### src/rtl/crt_params.svh
// Offsets, field positions and reset values of the capture/reload timer.
// Assumes an 8-bit register port with a 3-bit word address.
`ifndef CRT_PARAMS_SVH
`define CRT_PARAMS_SVH

`define CRT_ADDR_W 3
`define CRT_DATA_W 8
`define CRT_COUNT_W 16

`define CRT_OFF_CONTROL 3'h0
`define CRT_OFF_MODE 3'h1
`define CRT_OFF_COUNT_LOW 3'h2
`define CRT_OFF_COUNT_HIGH 3'h3
`define CRT_OFF_CAPTURE_LOW 3'h4
`define CRT_OFF_CAPTURE_HIGH 3'h5
`define CRT_OFF_RELOAD_LOW 3'h6
`define CRT_OFF_RELOAD_HIGH 3'h7

// Control register fields
`define CRT_CTL_OVF 7
`define CRT_CTL_EXF 6
`define CRT_CTL_A_RX 5
`define CRT_CTL_A_TX 4
`define CRT_CTL_EXT_EN 3
`define CRT_CTL_RUN 2
`define CRT_CTL_SRC 1
`define CRT_CTL_CAP 0

// Mode register fields
`define CRT_MOD_IRQ_EN 7
`define CRT_MOD_B_RX 5
`define CRT_MOD_B_TX 4
`define CRT_MOD_DOWN_EN 0

`define CRT_CONTROL_RESET 8'h00
`define CRT_MODE_RESET 8'h00
`define CRT_MODE_MASK 8'hB1
`define CRT_COUNT_RESET 16'h0000
`define CRT_COUNT_MAX 16'hFFFF

`endif

### src/rtl/crt_pkg.sv
// Types shared by the capture/reload timer files.
// Assumes crt_params.svh supplies the widths.
`default_nettype none
`include "crt_params.svh"

package crt_pkg;

  typedef logic [`CRT_COUNT_W-1:0] crt_count_t;
  typedef logic [`CRT_DATA_W-1:0] crt_byte_t;

  // Operating function chosen from the control and mode bits
  typedef enum logic [1:0] {
    CRT_FN_CAPTURE,
    CRT_FN_RELOAD_UP,
    CRT_FN_RELOAD_UPDOWN,
    CRT_FN_BAUD
  } crt_function_e;

endpackage

`default_nettype wire

### src/rtl/crt_baud_gate.sv
// Registered baud ticks, one per UART direction.
// Assumes wrap is a one-cycle pulse on each counter overflow.
`timescale 1ns/1ps
`default_nettype none

module crt_baud_gate
(
  input wire logic mclk,
  input wire logic reset,
  input wire logic clkEn,
  input wire logic wrap,
  input wire logic [3:0] select,
  output logic [3:0] tick
);

  genvar i;
  generate
    for (i = 0; i < 4; i = i + 1)
    begin : g_dir
      always_ff @(posedge mclk or posedge reset)
      begin
        if (reset)
          tick[i] <= 1'b0;
        else if (clkEn)
          tick[i] <= wrap & select[i];
      end
    end
  endgenerate

endmodule

`default_nettype wire

### src/rtl/crt_fall_detect.sv
// Falling-edge detector for a pin that is already synchronous to mclk.
// Assumes the pin is sampled only while the clock enable is high.
`timescale 1ns/1ps
`default_nettype none

module crt_fall_detect
(
  input wire logic mclk,
  input wire logic reset,
  input wire logic clkEn,
  input wire logic pin,
  output logic fall
);

  logic pinPrev;

  // Reset high, so a pin already low at release reads as a falling edge
  always_ff @(posedge mclk or posedge reset)
  begin
    if (reset)
      pinPrev <= 1'b1;
    else if (clkEn)
      pinPrev <= pin;
  end

  assign fall = pinPrev & ~pin;

endmodule

`default_nettype wire

### src/rtl/crt_timer.sv
// Capture/reload timer: 16-bit counter with capture, auto-reload
// (up or up/down) and baud generation, plus its register port.
// Assumes timerTick, countPin and trigPin are synchronous to mclk.
`timescale 1ns/1ps
`default_nettype none
`include "crt_params.svh"

// Function
// - 16-bit counter, clock source selectable
// - Event mode counts count-pin falling edges
// - Run bit starts and stops counter
// - Overflow or underflow sets overflow flag, except in baud use
// - Capture without trigger: plain 16-bit timer
// - Trigger fall copies count into capture
// - Capture trigger sets external flag, counting continues
// - Either flag plus enable raises interrupt
// - Reload mode: overflow loads reload value
// - Up-only reload trigger fall reloads, sets flag
// - Up-only counts to FFFF, flags, reloads
// - Trigger pin high up, low down
// - Up/down overflow at FFFF reloads, flags
// - Down count underflows when equal reload
// - Underflow loads FFFF, sets overflow flag
// - Up/down: external flag toggles, no interrupt
// - Any clock select makes baud generator
module crt_timer
(
  input wire logic mclk,
  input wire logic reset,
  input wire logic clkEn,
  input wire logic timerTick,
  input wire logic countPin,
  input wire logic trigPin,
  input wire logic [`CRT_ADDR_W-1:0] addr,
  input wire logic [`CRT_DATA_W-1:0] wdata,
  input wire logic wrStb,
  input wire logic rdStb,
  output logic [`CRT_DATA_W-1:0] rdata,
  output logic irq,
  output logic uartATxTick,
  output logic uartARxTick,
  output logic uartBTxTick,
  output logic uartBRxTick
);

  crt_pkg::crt_byte_t control;
  crt_pkg::crt_byte_t mode;
  crt_pkg::crt_count_t count;
  crt_pkg::crt_count_t capture;
  crt_pkg::crt_count_t reload;
  crt_pkg::crt_function_e func;
  crt_pkg::crt_count_t next_count;
  logic trigFall;
  logic countFall;
  logic baudSel;
  logic step;
  logic countUp;
  logic wrap;
  logic trigEvent;
  logic ovfSet;
  logic exfSet;
  logic exfToggle;
  logic [3:0] baudTicks;

  crt_fall_detect u_trig_edge
  (
    .mclk(mclk),
    .reset(reset),
    .clkEn(clkEn),
    .pin(trigPin),
    .fall(trigFall)
  );

  crt_fall_detect u_count_edge
  (
    .mclk(mclk),
    .reset(reset),
    .clkEn(clkEn),
    .pin(countPin),
    .fall(countFall)
  );

  // Function decode
  assign baudSel = control[`CRT_CTL_A_RX] | control[`CRT_CTL_A_TX]
    | mode[`CRT_MOD_B_RX] | mode[`CRT_MOD_B_TX];

  always_comb
  begin
    if (baudSel)
      func = crt_pkg::CRT_FN_BAUD;
    else if (control[`CRT_CTL_CAP])
      func = crt_pkg::CRT_FN_CAPTURE;
    else if (mode[`CRT_MOD_DOWN_EN])
      func = crt_pkg::CRT_FN_RELOAD_UPDOWN;
    else
      func = crt_pkg::CRT_FN_RELOAD_UP;
  end

  // Count step gated by run bit, from tick or pin edge
  assign step = control[`CRT_CTL_RUN]
    & (control[`CRT_CTL_SRC] ? countFall : timerTick);

  // Pin sets direction only in up/down reload
  assign countUp = (func != crt_pkg::CRT_FN_RELOAD_UPDOWN) | trigPin;

  // Overflow at all ones going up, equality with reload going down
  assign wrap = step & (countUp ? (count == `CRT_COUNT_MAX)
    : (count == reload));

  // In up/down the pin is a direction, so its edges never trigger
  assign trigEvent = control[`CRT_CTL_EXT_EN] & trigFall
    & (func != crt_pkg::CRT_FN_RELOAD_UPDOWN);

  always_comb
  begin
    next_count = count;
    if (trigEvent && (func == crt_pkg::CRT_FN_RELOAD_UP))
      next_count = reload;
    else if (wrap && !countUp)
      next_count = `CRT_COUNT_MAX;
    else if (wrap && (func == crt_pkg::CRT_FN_CAPTURE))
      next_count = `CRT_COUNT_RESET;
    else if (wrap)
      next_count = reload;
    else if (step && countUp)
      next_count = count + 16'h0001;
    else if (step)
      next_count = count - 16'h0001;
  end

  // Software write to a count byte beats the hardware step
  always_ff @(posedge mclk or posedge reset)
  begin
    if (reset)
      count <= `CRT_COUNT_RESET;
    else if (clkEn)
    begin
      if (wrStb && addr == `CRT_OFF_COUNT_LOW)
        count <= {next_count[15:8], wdata};
      else if (wrStb && addr == `CRT_OFF_COUNT_HIGH)
        count <= {wdata, next_count[7:0]};
      else
        count <= next_count;
    end
  end

  // Capture registers; a trigger edge beats a software write
  always_ff @(posedge mclk or posedge reset)
  begin
    if (reset)
      capture <= `CRT_COUNT_RESET;
    else if (clkEn)
    begin
      if (trigEvent && func == crt_pkg::CRT_FN_CAPTURE)
        capture <= count;
      else if (wrStb && addr == `CRT_OFF_CAPTURE_LOW)
        capture[7:0] <= wdata;
      else if (wrStb && addr == `CRT_OFF_CAPTURE_HIGH)
        capture[15:8] <= wdata;
    end
  end

  always_ff @(posedge mclk or posedge reset)
  begin
    if (reset)
      reload <= `CRT_COUNT_RESET;
    else if (clkEn)
    begin
      if (wrStb && addr == `CRT_OFF_RELOAD_LOW)
        reload[7:0] <= wdata;
      else if (wrStb && addr == `CRT_OFF_RELOAD_HIGH)
        reload[15:8] <= wdata;
    end
  end

  // Flag events; baud use never sets the overflow flag
  assign ovfSet = wrap & (func != crt_pkg::CRT_FN_BAUD);
  assign exfSet = trigEvent;
  assign exfToggle = wrap & (func == crt_pkg::CRT_FN_RELOAD_UPDOWN);

  // Control register: hardware events win over a same-cycle write
  always_ff @(posedge mclk or posedge reset)
  begin
    if (reset)
      control <= `CRT_CONTROL_RESET;
    else if (clkEn)
    begin
      if (wrStb && addr == `CRT_OFF_CONTROL)
        control <= wdata;
      if (ovfSet)
        control[`CRT_CTL_OVF] <= 1'b1;
      if (exfToggle)
        control[`CRT_CTL_EXF] <= ~control[`CRT_CTL_EXF];
      else if (exfSet)
        control[`CRT_CTL_EXF] <= 1'b1;
    end
  end

  always_ff @(posedge mclk or posedge reset)
  begin
    if (reset)
      mode <= `CRT_MODE_RESET;
    else if (clkEn && wrStb && addr == `CRT_OFF_MODE)
      mode <= wdata & `CRT_MODE_MASK;
  end

  // External flag is a count bit in up/down and raises no request
  always_ff @(posedge mclk or posedge reset)
  begin
    if (reset)
      irq <= 1'b0;
    else if (clkEn)
      irq <= mode[`CRT_MOD_IRQ_EN] & (control[`CRT_CTL_OVF]
        | (control[`CRT_CTL_EXF]
        & (func != crt_pkg::CRT_FN_RELOAD_UPDOWN)));
  end

  // Read data valid only the cycle after the strobe
  always_ff @(posedge mclk or posedge reset)
  begin
    if (reset)
      rdata <= 8'h00;
    else if (clkEn)
    begin
      if (!rdStb)
        rdata <= 8'h00;
      else
      begin
        case (addr)
          `CRT_OFF_CONTROL: rdata <= control;
          `CRT_OFF_MODE: rdata <= mode;
          `CRT_OFF_COUNT_LOW: rdata <= count[7:0];
          `CRT_OFF_COUNT_HIGH: rdata <= count[15:8];
          `CRT_OFF_CAPTURE_LOW: rdata <= capture[7:0];
          `CRT_OFF_CAPTURE_HIGH: rdata <= capture[15:8];
          `CRT_OFF_RELOAD_LOW: rdata <= reload[7:0];
          `CRT_OFF_RELOAD_HIGH: rdata <= reload[15:8];
          default: rdata <= 8'h00;
        endcase
      end
    end
  end

  crt_baud_gate u_baud
  (
    .mclk(mclk),
    .reset(reset),
    .clkEn(clkEn),
    .wrap(wrap),
    .select({mode[`CRT_MOD_B_RX], mode[`CRT_MOD_B_TX],
      control[`CRT_CTL_A_RX], control[`CRT_CTL_A_TX]}),
    .tick(baudTicks)
  );

  assign uartATxTick = baudTicks[0];
  assign uartARxTick = baudTicks[1];
  assign uartBTxTick = baudTicks[2];
  assign uartBRxTick = baudTicks[3];

endmodule

`default_nettype wire

### config.mk
export PLATFORM = sky130hd
export DESIGN_NAME = crt_timer
export DESIGN_NICKNAME = d
export VERILOG_FILES = /design/src/rtl/crt_pkg.sv /design/src/rtl/crt_baud_gate.sv /design/src/rtl/crt_fall_detect.sv /design/src/rtl/crt_timer.sv
export VERILOG_INCLUDE_DIRS = /design/src /design/src/rtl
export SDC_FILE = /design/constraint.sdc
export NUM_CORES = 1
export LEC_CHECK = 0
export BUFFER_PORTS_ARGS = -buffer_cell sky130_fd_sc_hd__buf_2
export CELL_PAD_IN_SITES_DETAIL_PLACEMENT = 1
export CELL_PAD_IN_SITES_GLOBAL_PLACEMENT = 1
export CORE_AREA = 2 2 117 119
export DETAILED_ROUTE_END_ITERATION = 10
export DIE_AREA = 0 0 119 121
export HOLD_SLACK_MARGIN = 0.03
export PLACE_DENSITY = 0.7
export SYNTH_ARGS = -nofsm -noshare
export SYNTH_HDL_FRONTEND = slang
export SYNTH_SLANG_ARGS = --single-unit
### constraint.sdc
create_clock -name mclk -period 7.5 [get_ports mclk]
set_clock_uncertainty 0.05 [all_clocks]
set_input_delay 0.375 -clock mclk [delete_from_list [all_inputs] [get_ports mclk]]
set_output_delay 0.375 -clock mclk [all_outputs]
set_load 0.005 [all_outputs]
---- Word level (Yosys, flattened, before mapping) ----
Cells that the tools add are included.
word-level totals
  output and inout port bits .............. 13
  memory bits (read-only) ................. 0
  input port bits ......................... 19
  memories ................................ 0
  bits in writable memories ............... 0
  register bits ........................... 75
  bits in latches ......................... 0
  word-level logic and storage cells ...... 107
operators by class
  reduce and logical (&&, ||, !) cells .... 28
  equality and inequality tests ........... 14
  shift-type cells ........................ 0
  divide/modulo/power cells ............... 0
  magnitude comparators ................... 0
  multiply operators ...................... 0
  bitwise operators ....................... 23
  mux-type cells .......................... 23
  $add $sub $neg .......................... 2
operator list
  cell                                                 count
  two-way mux 16 bit                                   9
  case mux 8 bit (8 select lines)                      1
  two-way mux 8 bit                                    5
  adder 16 x 1 -> 16 bit, second input constant        1
  equality test 16 bit                                 1
  equality test 16 bit, second input constant          1
  subtractor 16 x 1 -> 16 bit, second input constant   1
  AND 1 bit                                            14
  logical AND 1 bit                                    14
  equality test 3 bit, second input constant           4
  AND reduction 2 bit                                  5
  equality test 3 x 2 -> 1 bit, second input constant  2
  two-way mux 2 bit                                    3
  inequality test 2 bit, second input constant         3
  AND reduction 3 bit                                  2
  nonzero test 2 bit                                   3
  two-way mux 1 bit                                    5
  bitwise OR 1 bit                                     5
  NOT 1 bit                                            4
  equality test 3 x 1 -> 1 bit, second input constant  1
  zero test 3 bit                                      1
  nonzero test 3 bit                                   1
  equality test 2 x 1 -> 1 bit, second input constant  1
  equality test 2 bit, second input constant           1
  other kinds (2)                                      2

---- Depth between registers and ports, before layout ----
Gate-level depths: netlist of the first run.
  depth in word-level cells ............... 14
  depth in mapped cells ................... 11
  mapped depth without buffers ............ 9

---- Cells and area by module ----
A second synthesis of the first run with hierarchy kept.
second synthesis, totals
  cells, all modules ...................... 594
  area total of the unflattened synthesis .. 5149.9 µm²
by module, submodules not included
  module           area an instance (µm²)  instances  cells an instance
  crt_timer        4888.4                  1          569
  crt_baud_gate    158.9                   1          17
  crt_fall_detect  51.3                    2          4

---- Worst setup path before layout of the first run ----
OpenSTA, ideal clock, no wires.
  path type ............................... reg2reg
  from .................................... register control[4]
  to ...................................... register count[15]
  cell stages (with the launch flop) ...... 10
  slack ................................... 4.683 ns
  buffers on the path ..................... 1
  library setup time ...................... 0.121 ns
  data arrival time ....................... 2.646 ns
  clock period less this slack ............ 2.817 ns
  path through ............................ dfrtp_1 -> or4_4 -> buf_6 -> nor3b_4 -> nand4_1 -> a21o_1 -> nor3_4 -> a21oi_1 -> a221o_1 -> a22o_1
between the ends
  longest elaborated chain between the ends .. 14
  elaborated cells between the ends (all ways) .. 23
RTL lines
  what                                                            RTL line                            RTL
  start: declaration                                              crt_timer.sv:46                     crt_pkg::crt_byte_t control;
  start signal: assignment                                        crt_timer.sv:185                    control <= `CRT_CONTROL_RESET;
  start signal: assignment                                        crt_timer.sv:189                    control <= wdata;
  start signal: indexed assignment                                crt_timer.sv:193                    control[`CRT_CTL_EXF] <= ~control[`CRT_CTL_EXF];
  bitwise OR 1 bit * (3 in a row)                                 crt_timer.sv:84                     assign baudSel = control[`CRT_CTL_A_RX] | control[`CRT_CTL_A_TX]
  two-way mux 2 bit *                                             crt_timer.sv:89                     if (baudSel)
  inequality test 2 bit                                           crt_timer.sv:104, crt_timer.sv:112
  bitwise OR 1 bit                                                crt_timer.sv:104                    assign countUp = (func != crt_pkg::CRT_FN_RELOAD_UPDOWN) | trigPin;
  two-way mux 1 bit / logical AND 1 bit (equally long branches)   crt_timer.sv:107, crt_timer.sv:125
  AND 1 bit / two-way mux 16 bit (equally long branches)          crt_timer.sv:107, crt_timer.sv:125
  two-way mux 16 bit / logical AND 1 bit (equally long branches)  crt_timer.sv:123, crt_timer.sv:121
  two-way mux 16 bit                                              crt_timer.sv:121                    else if (wrap && (func == crt_pkg::CRT_FN_CAPTURE))
  two-way mux 16 bit                                              crt_timer.sv:119                    else if (wrap && !countUp)
  two-way mux 16 bit *                                            crt_timer.sv:117                    if (trigEvent && (func == crt_pkg::CRT_FN_RELOAD_UP))
  two-way mux 16 bit                                              crt_timer.sv:140                    else if (wrStb && addr == `CRT_OFF_COUNT_HIGH)
  two-way mux 16 bit *                                            crt_timer.sv:138                    if (wrStb && addr == `CRT_OFF_COUNT_LOW)
  end signal: assignment                                          crt_timer.sv:139                    count <= {next_count[15:8], wdata};
  end signal: assignment                                          crt_timer.sv:141                    count <= {wdata, next_count[7:0]};
  end signal: assignment                                          crt_timer.sv:143                    count <= next_count;
  end: declaration                                                crt_timer.sv:48                     crt_pkg::crt_count_t count;
Mark *: on every way between the ends. The rest lies on a longest branch, timed or not.
A chain may end at the register's enable or synchronous reset.

---- Final worst setup path of the first run ----
  from .................................... register control[0]
  to ...................................... register count[15]
between the ends
  longest elaborated chain between the ends .. 12
  elaborated cells between the ends (all ways) .. 21
RTL lines
  what                                                            RTL line                            RTL
  two-way mux 2 bit *                                             crt_timer.sv:91                     else if (control[`CRT_CTL_CAP])
  two-way mux 2 bit *                                             crt_timer.sv:89
  inequality test 2 bit                                           crt_timer.sv:104, crt_timer.sv:112
  bitwise OR 1 bit                                                crt_timer.sv:104
  two-way mux 1 bit / logical AND 1 bit (equally long branches)   crt_timer.sv:107, crt_timer.sv:125
  AND 1 bit / two-way mux 16 bit (equally long branches)          crt_timer.sv:107, crt_timer.sv:125
  two-way mux 16 bit / logical AND 1 bit (equally long branches)  crt_timer.sv:123, crt_timer.sv:121
  two-way mux 16 bit                                              crt_timer.sv:121
  two-way mux 16 bit                                              crt_timer.sv:119
  two-way mux 16 bit *                                            crt_timer.sv:117
  two-way mux 16 bit                                              crt_timer.sv:140
  two-way mux 16 bit *                                            crt_timer.sv:138
Marked as above.

==> impl_metrics.csv, run 1 <==
group,metric,value,unit
route,vias,4980,
worst_setup_path,worstRegToRegCells,8,
sta,slew_headroom,24.9,%
worst_setup_path,slowest_delay,700,ps
clock_tree,cts_made_buffers,9,
clock_tree,ctsResizeCount,0,
worst_setup_path,reg2reg_slack,3520,ps
sta,hold_viol,0,
route,drtPass1Iterations,6,
synth,synthCells,592,
synth,syn_nets,613,
worst_setup_path,required,7700,ps
worst_hold_path,hp-class,"in -> reg",
clock_tree,clk_latency,360,ps
cells_and_area,drive_above_1_share,17.3,%
cells_and_area,final_common_cell,"dfrtp_1",
synth,synthFlopType,"dfrtp_1",
worst_setup_path,critPathKind,"reg -> reg",
route,ant_nets,0,
power,powerDensity,272,nW/um^2
route,highest_layer,"met4",
placed_design,dp.cells,756,
floorplanning,core,13100,sq um
route,wl_met1,8010,microns
clock_tree,hold_buffers,0,
sta,fin_crit,3980,ps
synth,synth_top_area_share,35.2,%
synth,synth_area,5180,sq um
worst_setup_path,slowest_stage,"nor3_4",
worst_setup_path,r2r_start,"control[0]$_DFFE_PP0P_",
grt,grt_max_degree,76,
worst_setup_path,crit_top_cell,"a21oi_1",
sta,whs,231,ps
sta,drv_slew,0,
clock_tree,tritoncts,"yes",
worst_setup_path,crit_start,"control[0]$_DFFE_PP0P_",
placed_design,globalplace.congestion,0.961,
clock_tree,cts_setup_buffers,0,
power,p_leak,2.34,nW
route,wl_per_cell,24.8,microns
floorplanning,start_util,39.6,%
placed_design,port_buffers,31,
synth,synth_area_leaders,"dfrtp_1 (35%), mux2_2 (5.9%), mux2i_1 (3.9%)",
grt,antenna_found_initial,0,
synth,synth-edff-count,0,
power,peakVddDrop,0.198,mV
worst_setup_path,cp-end-kind,"register",
sta,finalSetupViolations,0,
worst_setup_path,crit_path_start_kind,"register",
worst_setup_path,critPathMaxFanout,18,
sta,setup_slack,3520,ps
synth,ys_async_sr_fraction,100,%
route,drt-total-wl,19200,microns
cells_and_area,final_cell_mix,"dfrtp_1 (73), nand2_1 (53), nor2_1 (47), o21ai_0 (35), a21oi_1 (33)",
sta,fin_tns_setup,0,ps
sta,period_share,53.0,%
floorplanning,die_x,119,microns
route,met3WireLength,1470,microns
floorplanning,pin_count,32,
sta,max_freq,252,MHz
clock_tree,ctsLongestPathBuffers,2,
cells_and_area,nNetsFinal,612,
sta,tightest_slew,1120,ps
worst_setup_path,critPathCapture,"count[15]$_DFFE_PP0P_",
route,drt_iter0_drc,533,
placed_design,dp_hpwl,13400,microns
worst_setup_path,rr_endpoint,"count[15]$_DFFE_PP0P_",
route,drc,0,
grt,grt_pass1_vias,5068,
floorplanning,placementRows,42,
route,met2_length,8930,microns
cells_and_area,syn_to_final_growth,9.92,%
floorplanning,die_area,14400,sq um
synth,synth_top_cell_by_area,"dfrtp_1",
flow_run,maxCapViolations,0,
synth,yosysUniqueCellTypes,75,
synth,ys_ff_latch,75,
clock_tree,cts.sinks,75,
clock_tree,cts-htree-levels,3,
grt,grt_usage,27.9,%
clock_tree,path_clk_slew,60,ps
synth,ys.warnings.count,0,
worst_setup_path,cp.arrival,4170,ps
floorplanning,die_h,121,microns
clock_tree,root_buffer,"clkbuf_16",
sta,rsz0062_at_grt,"no",
worst_setup_path,crit_chain,"or3b_2, nor2_1, a21oi_1, or2_2, nor3_4, a21oi_1, a221o_1, a22o_1",
grt,grt_pass1_wl,30100,microns
placed_design,dp_worst_setup_slack,3610,ps
synth,avgSynthCellArea,8.75,sq um
run_status,status,"finished, final reports clean",
route,via_per_inst,6.45,
synth,ys_seq_area_share,36.3,%
cells_and_area,layout.cells.non_filler,772,
cells_and_area,diodes,0,
cells_and_area,fill_cells,1534,
grt,grt_overflow,0,
## routing by layer
metal	vias to the layer above	track usage, %
met3	54	6.39
met5	-	0
met1	2502	36.0
met2	238	44.7
li1	2186	-
met4	0	12.2
## per-stage QoR
step / area (sq um) / power [mW] / utilization, %
floorplan: 5180 / 0.919 / -
global placement: 5400 / 1.07 / 41.3
detailed placement: 5400 / 1.09 / 41.3
CTS: 5700 / 1.55 / 43.5
global route: 5700 / 1.63 / 43.5
finish: 5700 / 1.55 / 43.5
## synthesized netlist by cell type, types with 4 or more instances
library cell  instances
nor4_1               13
nand3b_1              4
mux2i_1              20
clkbuf_1             34
o22ai_1               6
xnor2_1              10
dfrtp_1              73
nand3_1              12
o21ai_0              35
nand2b_1             10
or3_1                 4
buf_1                 6
mux2_2               27
a311oi_1              4
nand2_1              53
a22o_1                4
a21oi_1              33
o21ai_1               6
inv_1                19
buf_2                 4
nor2_1               47
nor2b_1              13
a31oi_1              13
xor2_1                7
o31ai_1              11
nor3_1               14
a22oi_1               6
o2bb2ai_1             7
a211oi_1              8
and3_1                5
and2_1                4
a221oi_1              7
or4_1                 4
nand4_1               8
or2_2                 4
o211ai_1              6
## state kept, by name, summed over array words and instances, names as in the netlist, 4 cells and up
name and cells:
rdata 8, u_baud.tick 4, count 16, reload 16, mode 4, control 8
capture 16
## cell type report
cell class,count,area (sq um),area share (%)
sequential,75,1880,33.0
clock inverter,5,53.8,0.944
tap,176,220,3.87
multi-input combinational,450,3040,53.3
timing repair buffer,36,193,3.38
inverter,19,72.6,1.27
clock buffer,11,243,4.26
## kinds of logic (layout without fill, tap and decap cells)
family	Yosys count	in the layout	synth area share, %
buffers and inverters	67	71	5.38
multiplexers	50	50	11.0
XOR/XNOR	17	17	2.87
AO/OA/AOI/OAI	166	166	21.4
AND/OR/NAND/NOR	215	215	22.5
adder cells (fa/ha/maj)	2	2	0.483
flip-flops	75	75	36.3
## worst max-delay path, delay by kind of cell (launching register included)
kind	cells	cell delay [ps]
AO/OA/AOI/OAI	4	950
flip-flops	1	510
AND/OR/NAND/NOR	4	2350
## power breakdown
| part | leakage, nW | switching (mW) | internal (mW) |
|---|---|---|---|
| Clock | 0.149 | 0.183 | 0.266 |
| Sequential | 0.933 | 0.191 | 0.495 |
| Combinational | 1.26 | 0.229 | 0.185 |
| Total | 2.34 | 0.603 | 0.945 |
## worst min-delay path by stage
stage / from / end / slack, ps / cells after the start
finish: countPin / u_count_edge.pinPrev$_DFFE_PP1P_ / 230 / 2
global route: countPin / u_count_edge.pinPrev$_DFFE_PP1P_ / 240 / 2
CTS: countPin / u_count_edge.pinPrev$_DFFE_PP1P_ / 220 / 2
detailed placement: rdata[1]$_DFFE_PP0P_ / rdata[1]$_DFFE_PP0P_ / 420 / 2
global placement: rdata[1]$_DFFE_PP0P_ / rdata[1]$_DFFE_PP0P_ / 410 / 2
floorplan: capture[11]$_DFFE_PP0P_ / capture[11]$_DFFE_PP0P_ / 400 / 2
Note: power is estimated with default switching activity, not from simulation.
==> run 2: changes to the inputs <==
--- a/config.mk
+++ b/config.mk
@@ -13,7 +13,7 @@
 export DETAILED_ROUTE_END_ITERATION = 10
 export DIE_AREA = 0 0 119 121
 export HOLD_SLACK_MARGIN = 0.03
-export PLACE_DENSITY = 0.7
+export PLACE_DENSITY = 0.73
 export SYNTH_ARGS = -nofsm -noshare
 export SYNTH_HDL_FRONTEND = slang
 export SYNTH_SLANG_ARGS = --single-unit
==> constraint.sdc (replaced) <==
create_clock -name mclk -period 3.55 [get_ports mclk]
set_clock_uncertainty 0.05 [all_clocks]
set_input_delay 0.1775 -clock mclk [delete_from_list [all_inputs] [get_ports mclk]]
set_output_delay 0.1775 -clock mclk [all_outputs]
set_load 0.005 [all_outputs]
==> impl_metrics.csv, run 2 (synthesis results as in run 1) <==
group,metric,value,unit
grt,grt_pass1_wl,30700,microns
power,power.total,3.34,mW
sta,finalSetupViolations,0,
clock_tree,ctsLongestPathBuffers,2,
clock_tree,clk_latency,340,ps
floorplanning,start_util,39.6,%
grt,grt_max_degree,51,
route,drt_iter0_drc,371,
clock_tree,cts.sinks,75,
worst_setup_path,critPathKind,"reg -> reg",
power,p_leak,2.41,nW
placed_design,globalplace.congestion,0.947,
clock_tree,cts-htree-levels,3,
cells_and_area,final_common_cell,"dfrtp_1",
cells_and_area,top_regs,"capture (16), count (16), reload (16)",
sta,tightest_slew,988,ps
clock_tree,ctsResizeCount,0,
cells_and_area,multiInputGateArea,3040,sq um
power,powerDensity,575,nW/um^2
cells_and_area,nNetsFinal,627,
clock_tree,tritoncts,"yes",
run_status,status,"finished, final reports clean",
worst_setup_path,cp-end-kind,"register",
route,drt-total-wl,20000,microns
route,drc,0,
worst_setup_path,crit_start,"control[4]$_DFFE_PP0P_",
cells_and_area,syn_to_final_growth,12.1,%
sta,hold_viol,0,
worst_hold_path,min_from,"countPin",
route,wl_per_cell,25.4,microns
clock_tree,cts_setup_buffers,0,
clock_tree,root_buffer,"clkbuf_16",
floorplanning,pin_count,32,
route,vias,5061,
worst_setup_path,cp.arrival,3430,ps
clock_tree,path_clk_slew,60,ps
grt,antenna_found_initial,0,
floorplanning,placementRows,42,
worst_setup_path,reg2reg_slack,320,ps
cells_and_area,final_cell_mix,"dfrtp_1 (73), nand2_1 (53), nor2_1 (47), o21ai_0 (35), a21oi_1 (33)",
worst_hold_path,whs_endpoint,"u_count_edge.pinPrev$_DFFE_PP1P_",
clock_tree,hold_buffers,1,
cells_and_area,drive_above_1_share,19.1,%
worst_setup_path,crit_path_start_kind,"register",
placed_design,dp_hpwl,14300,microns
floorplanning,die_area,14400,sq um
sta,rsz0062_at_grt,"no",
floorplanning,core,13100,sq um
grt,grt_pass1_vias,5241,
clock_tree,cts_made_buffers,9,
worst_setup_path,rr_endpoint,"count[0]$_DFFE_PP0P_",
worst_setup_path,required,3750,ps
flow_run,maxCapViolations,0,
cells_and_area,diodes,0,
sta,max_freq,310,MHz
sta,fin_crit,3230,ps
cells_and_area,seq_area,1880,sq um
placed_design,port_buffers,31,
worst_setup_path,critPathMaxFanout,15,
cells_and_area,fill_cells,1578,
worst_hold_path,hp-class,"in -> reg",
sta,fin_tns_setup,0,ps
worst_setup_path,worstRegToRegCells,8,
placed_design,dp_worst_setup_slack,377,ps
worst_setup_path,r2r_start,"control[4]$_DFFE_PP0P_",
floorplanning,die_x,119,microns
sta,slew_headroom,33.9,%
cells_and_area,final_util,44.4,%
route,ant_nets,0,
grt,grt_usage,28.2,%
route,drtPass1Iterations,7,
sta,drv_slew,0,
sta,period_share,91.0,%
power,peakVddDrop,0.262,mV
sta,setup_slack,320,ps
floorplanning,die_h,121,microns
route,via_per_inst,6.43,
worst_hold_path,hold_path_depth,2,
grt,grt_overflow,0,
## run 2: cell count changes in the layout (fill, tap and decap cells not counted)
cell	before	now
clkinv_4	1	2
clkinvlp_4	0	2
clkbuf_8	1	0
clkinv_2	4	2
dlygate4sd3_1	0	1
buf_4	5	19
## run 2: critical path, stage by stage (launching register included)
cell      delay (ps)
dfrtp_1          440
or4_4            650
o31a_1           330
or3_1            370
nor3_2           190
and3_1           430
a21o_4           300
a211oi_1         100
o31ai_1          270
## run 2: how the worst max path moves through the flow
stage / endpoint / slack, ps
after floorplan: count[15]$_DFFE_PP0P_ / 730
after global placement: count[0]$_DFFE_PP0P_ / 490
after detailed placement: count[0]$_DFFE_PP0P_ / 380
after CTS: count[0]$_DFFE_PP0P_ / 350
after global routing: count[3]$_DFFE_PP0P_ / 120
final: count[0]$_DFFE_PP0P_ / 320
## run 2: report_power, final
group / internal (mW) / switching, mW
Sequential: 1.05 / 0.369
Clock: 0.546 / 0.380
Combinational: 0.421 / 0.583
## run 2: stage by stage
step | std cells | instance area, sq um | hold slack (ps)
after global placement | 770 | 5510 | 352
final | 787 | 5810 | 37.1
after floorplan | 592 | 5180 | 244
after detailed placement | 770 | 5510 | 357
after global routing | 787 | 5810 | 34.3
after CTS | 787 | 5810 | 32.2
## run 2: metal layers
layer	vias up	GRT usage (%)	share of wire (%)
met5	-	0	0
li1	2217	-	-
met1	2543	37.6	43
met4	0	11.3	3.6
met3	53	5.92	7.2
met2	248	44.9	46
## run 2: cell type report
class	instances	share of cell area [%]
inverters	19	1.25
flip-flops and latches	75	32.3
repair buffers	51	5.30
well taps	176	3.79
clock buffers	10	3.94
clock inverters	6	1.16
multi-input cells	450	52.2
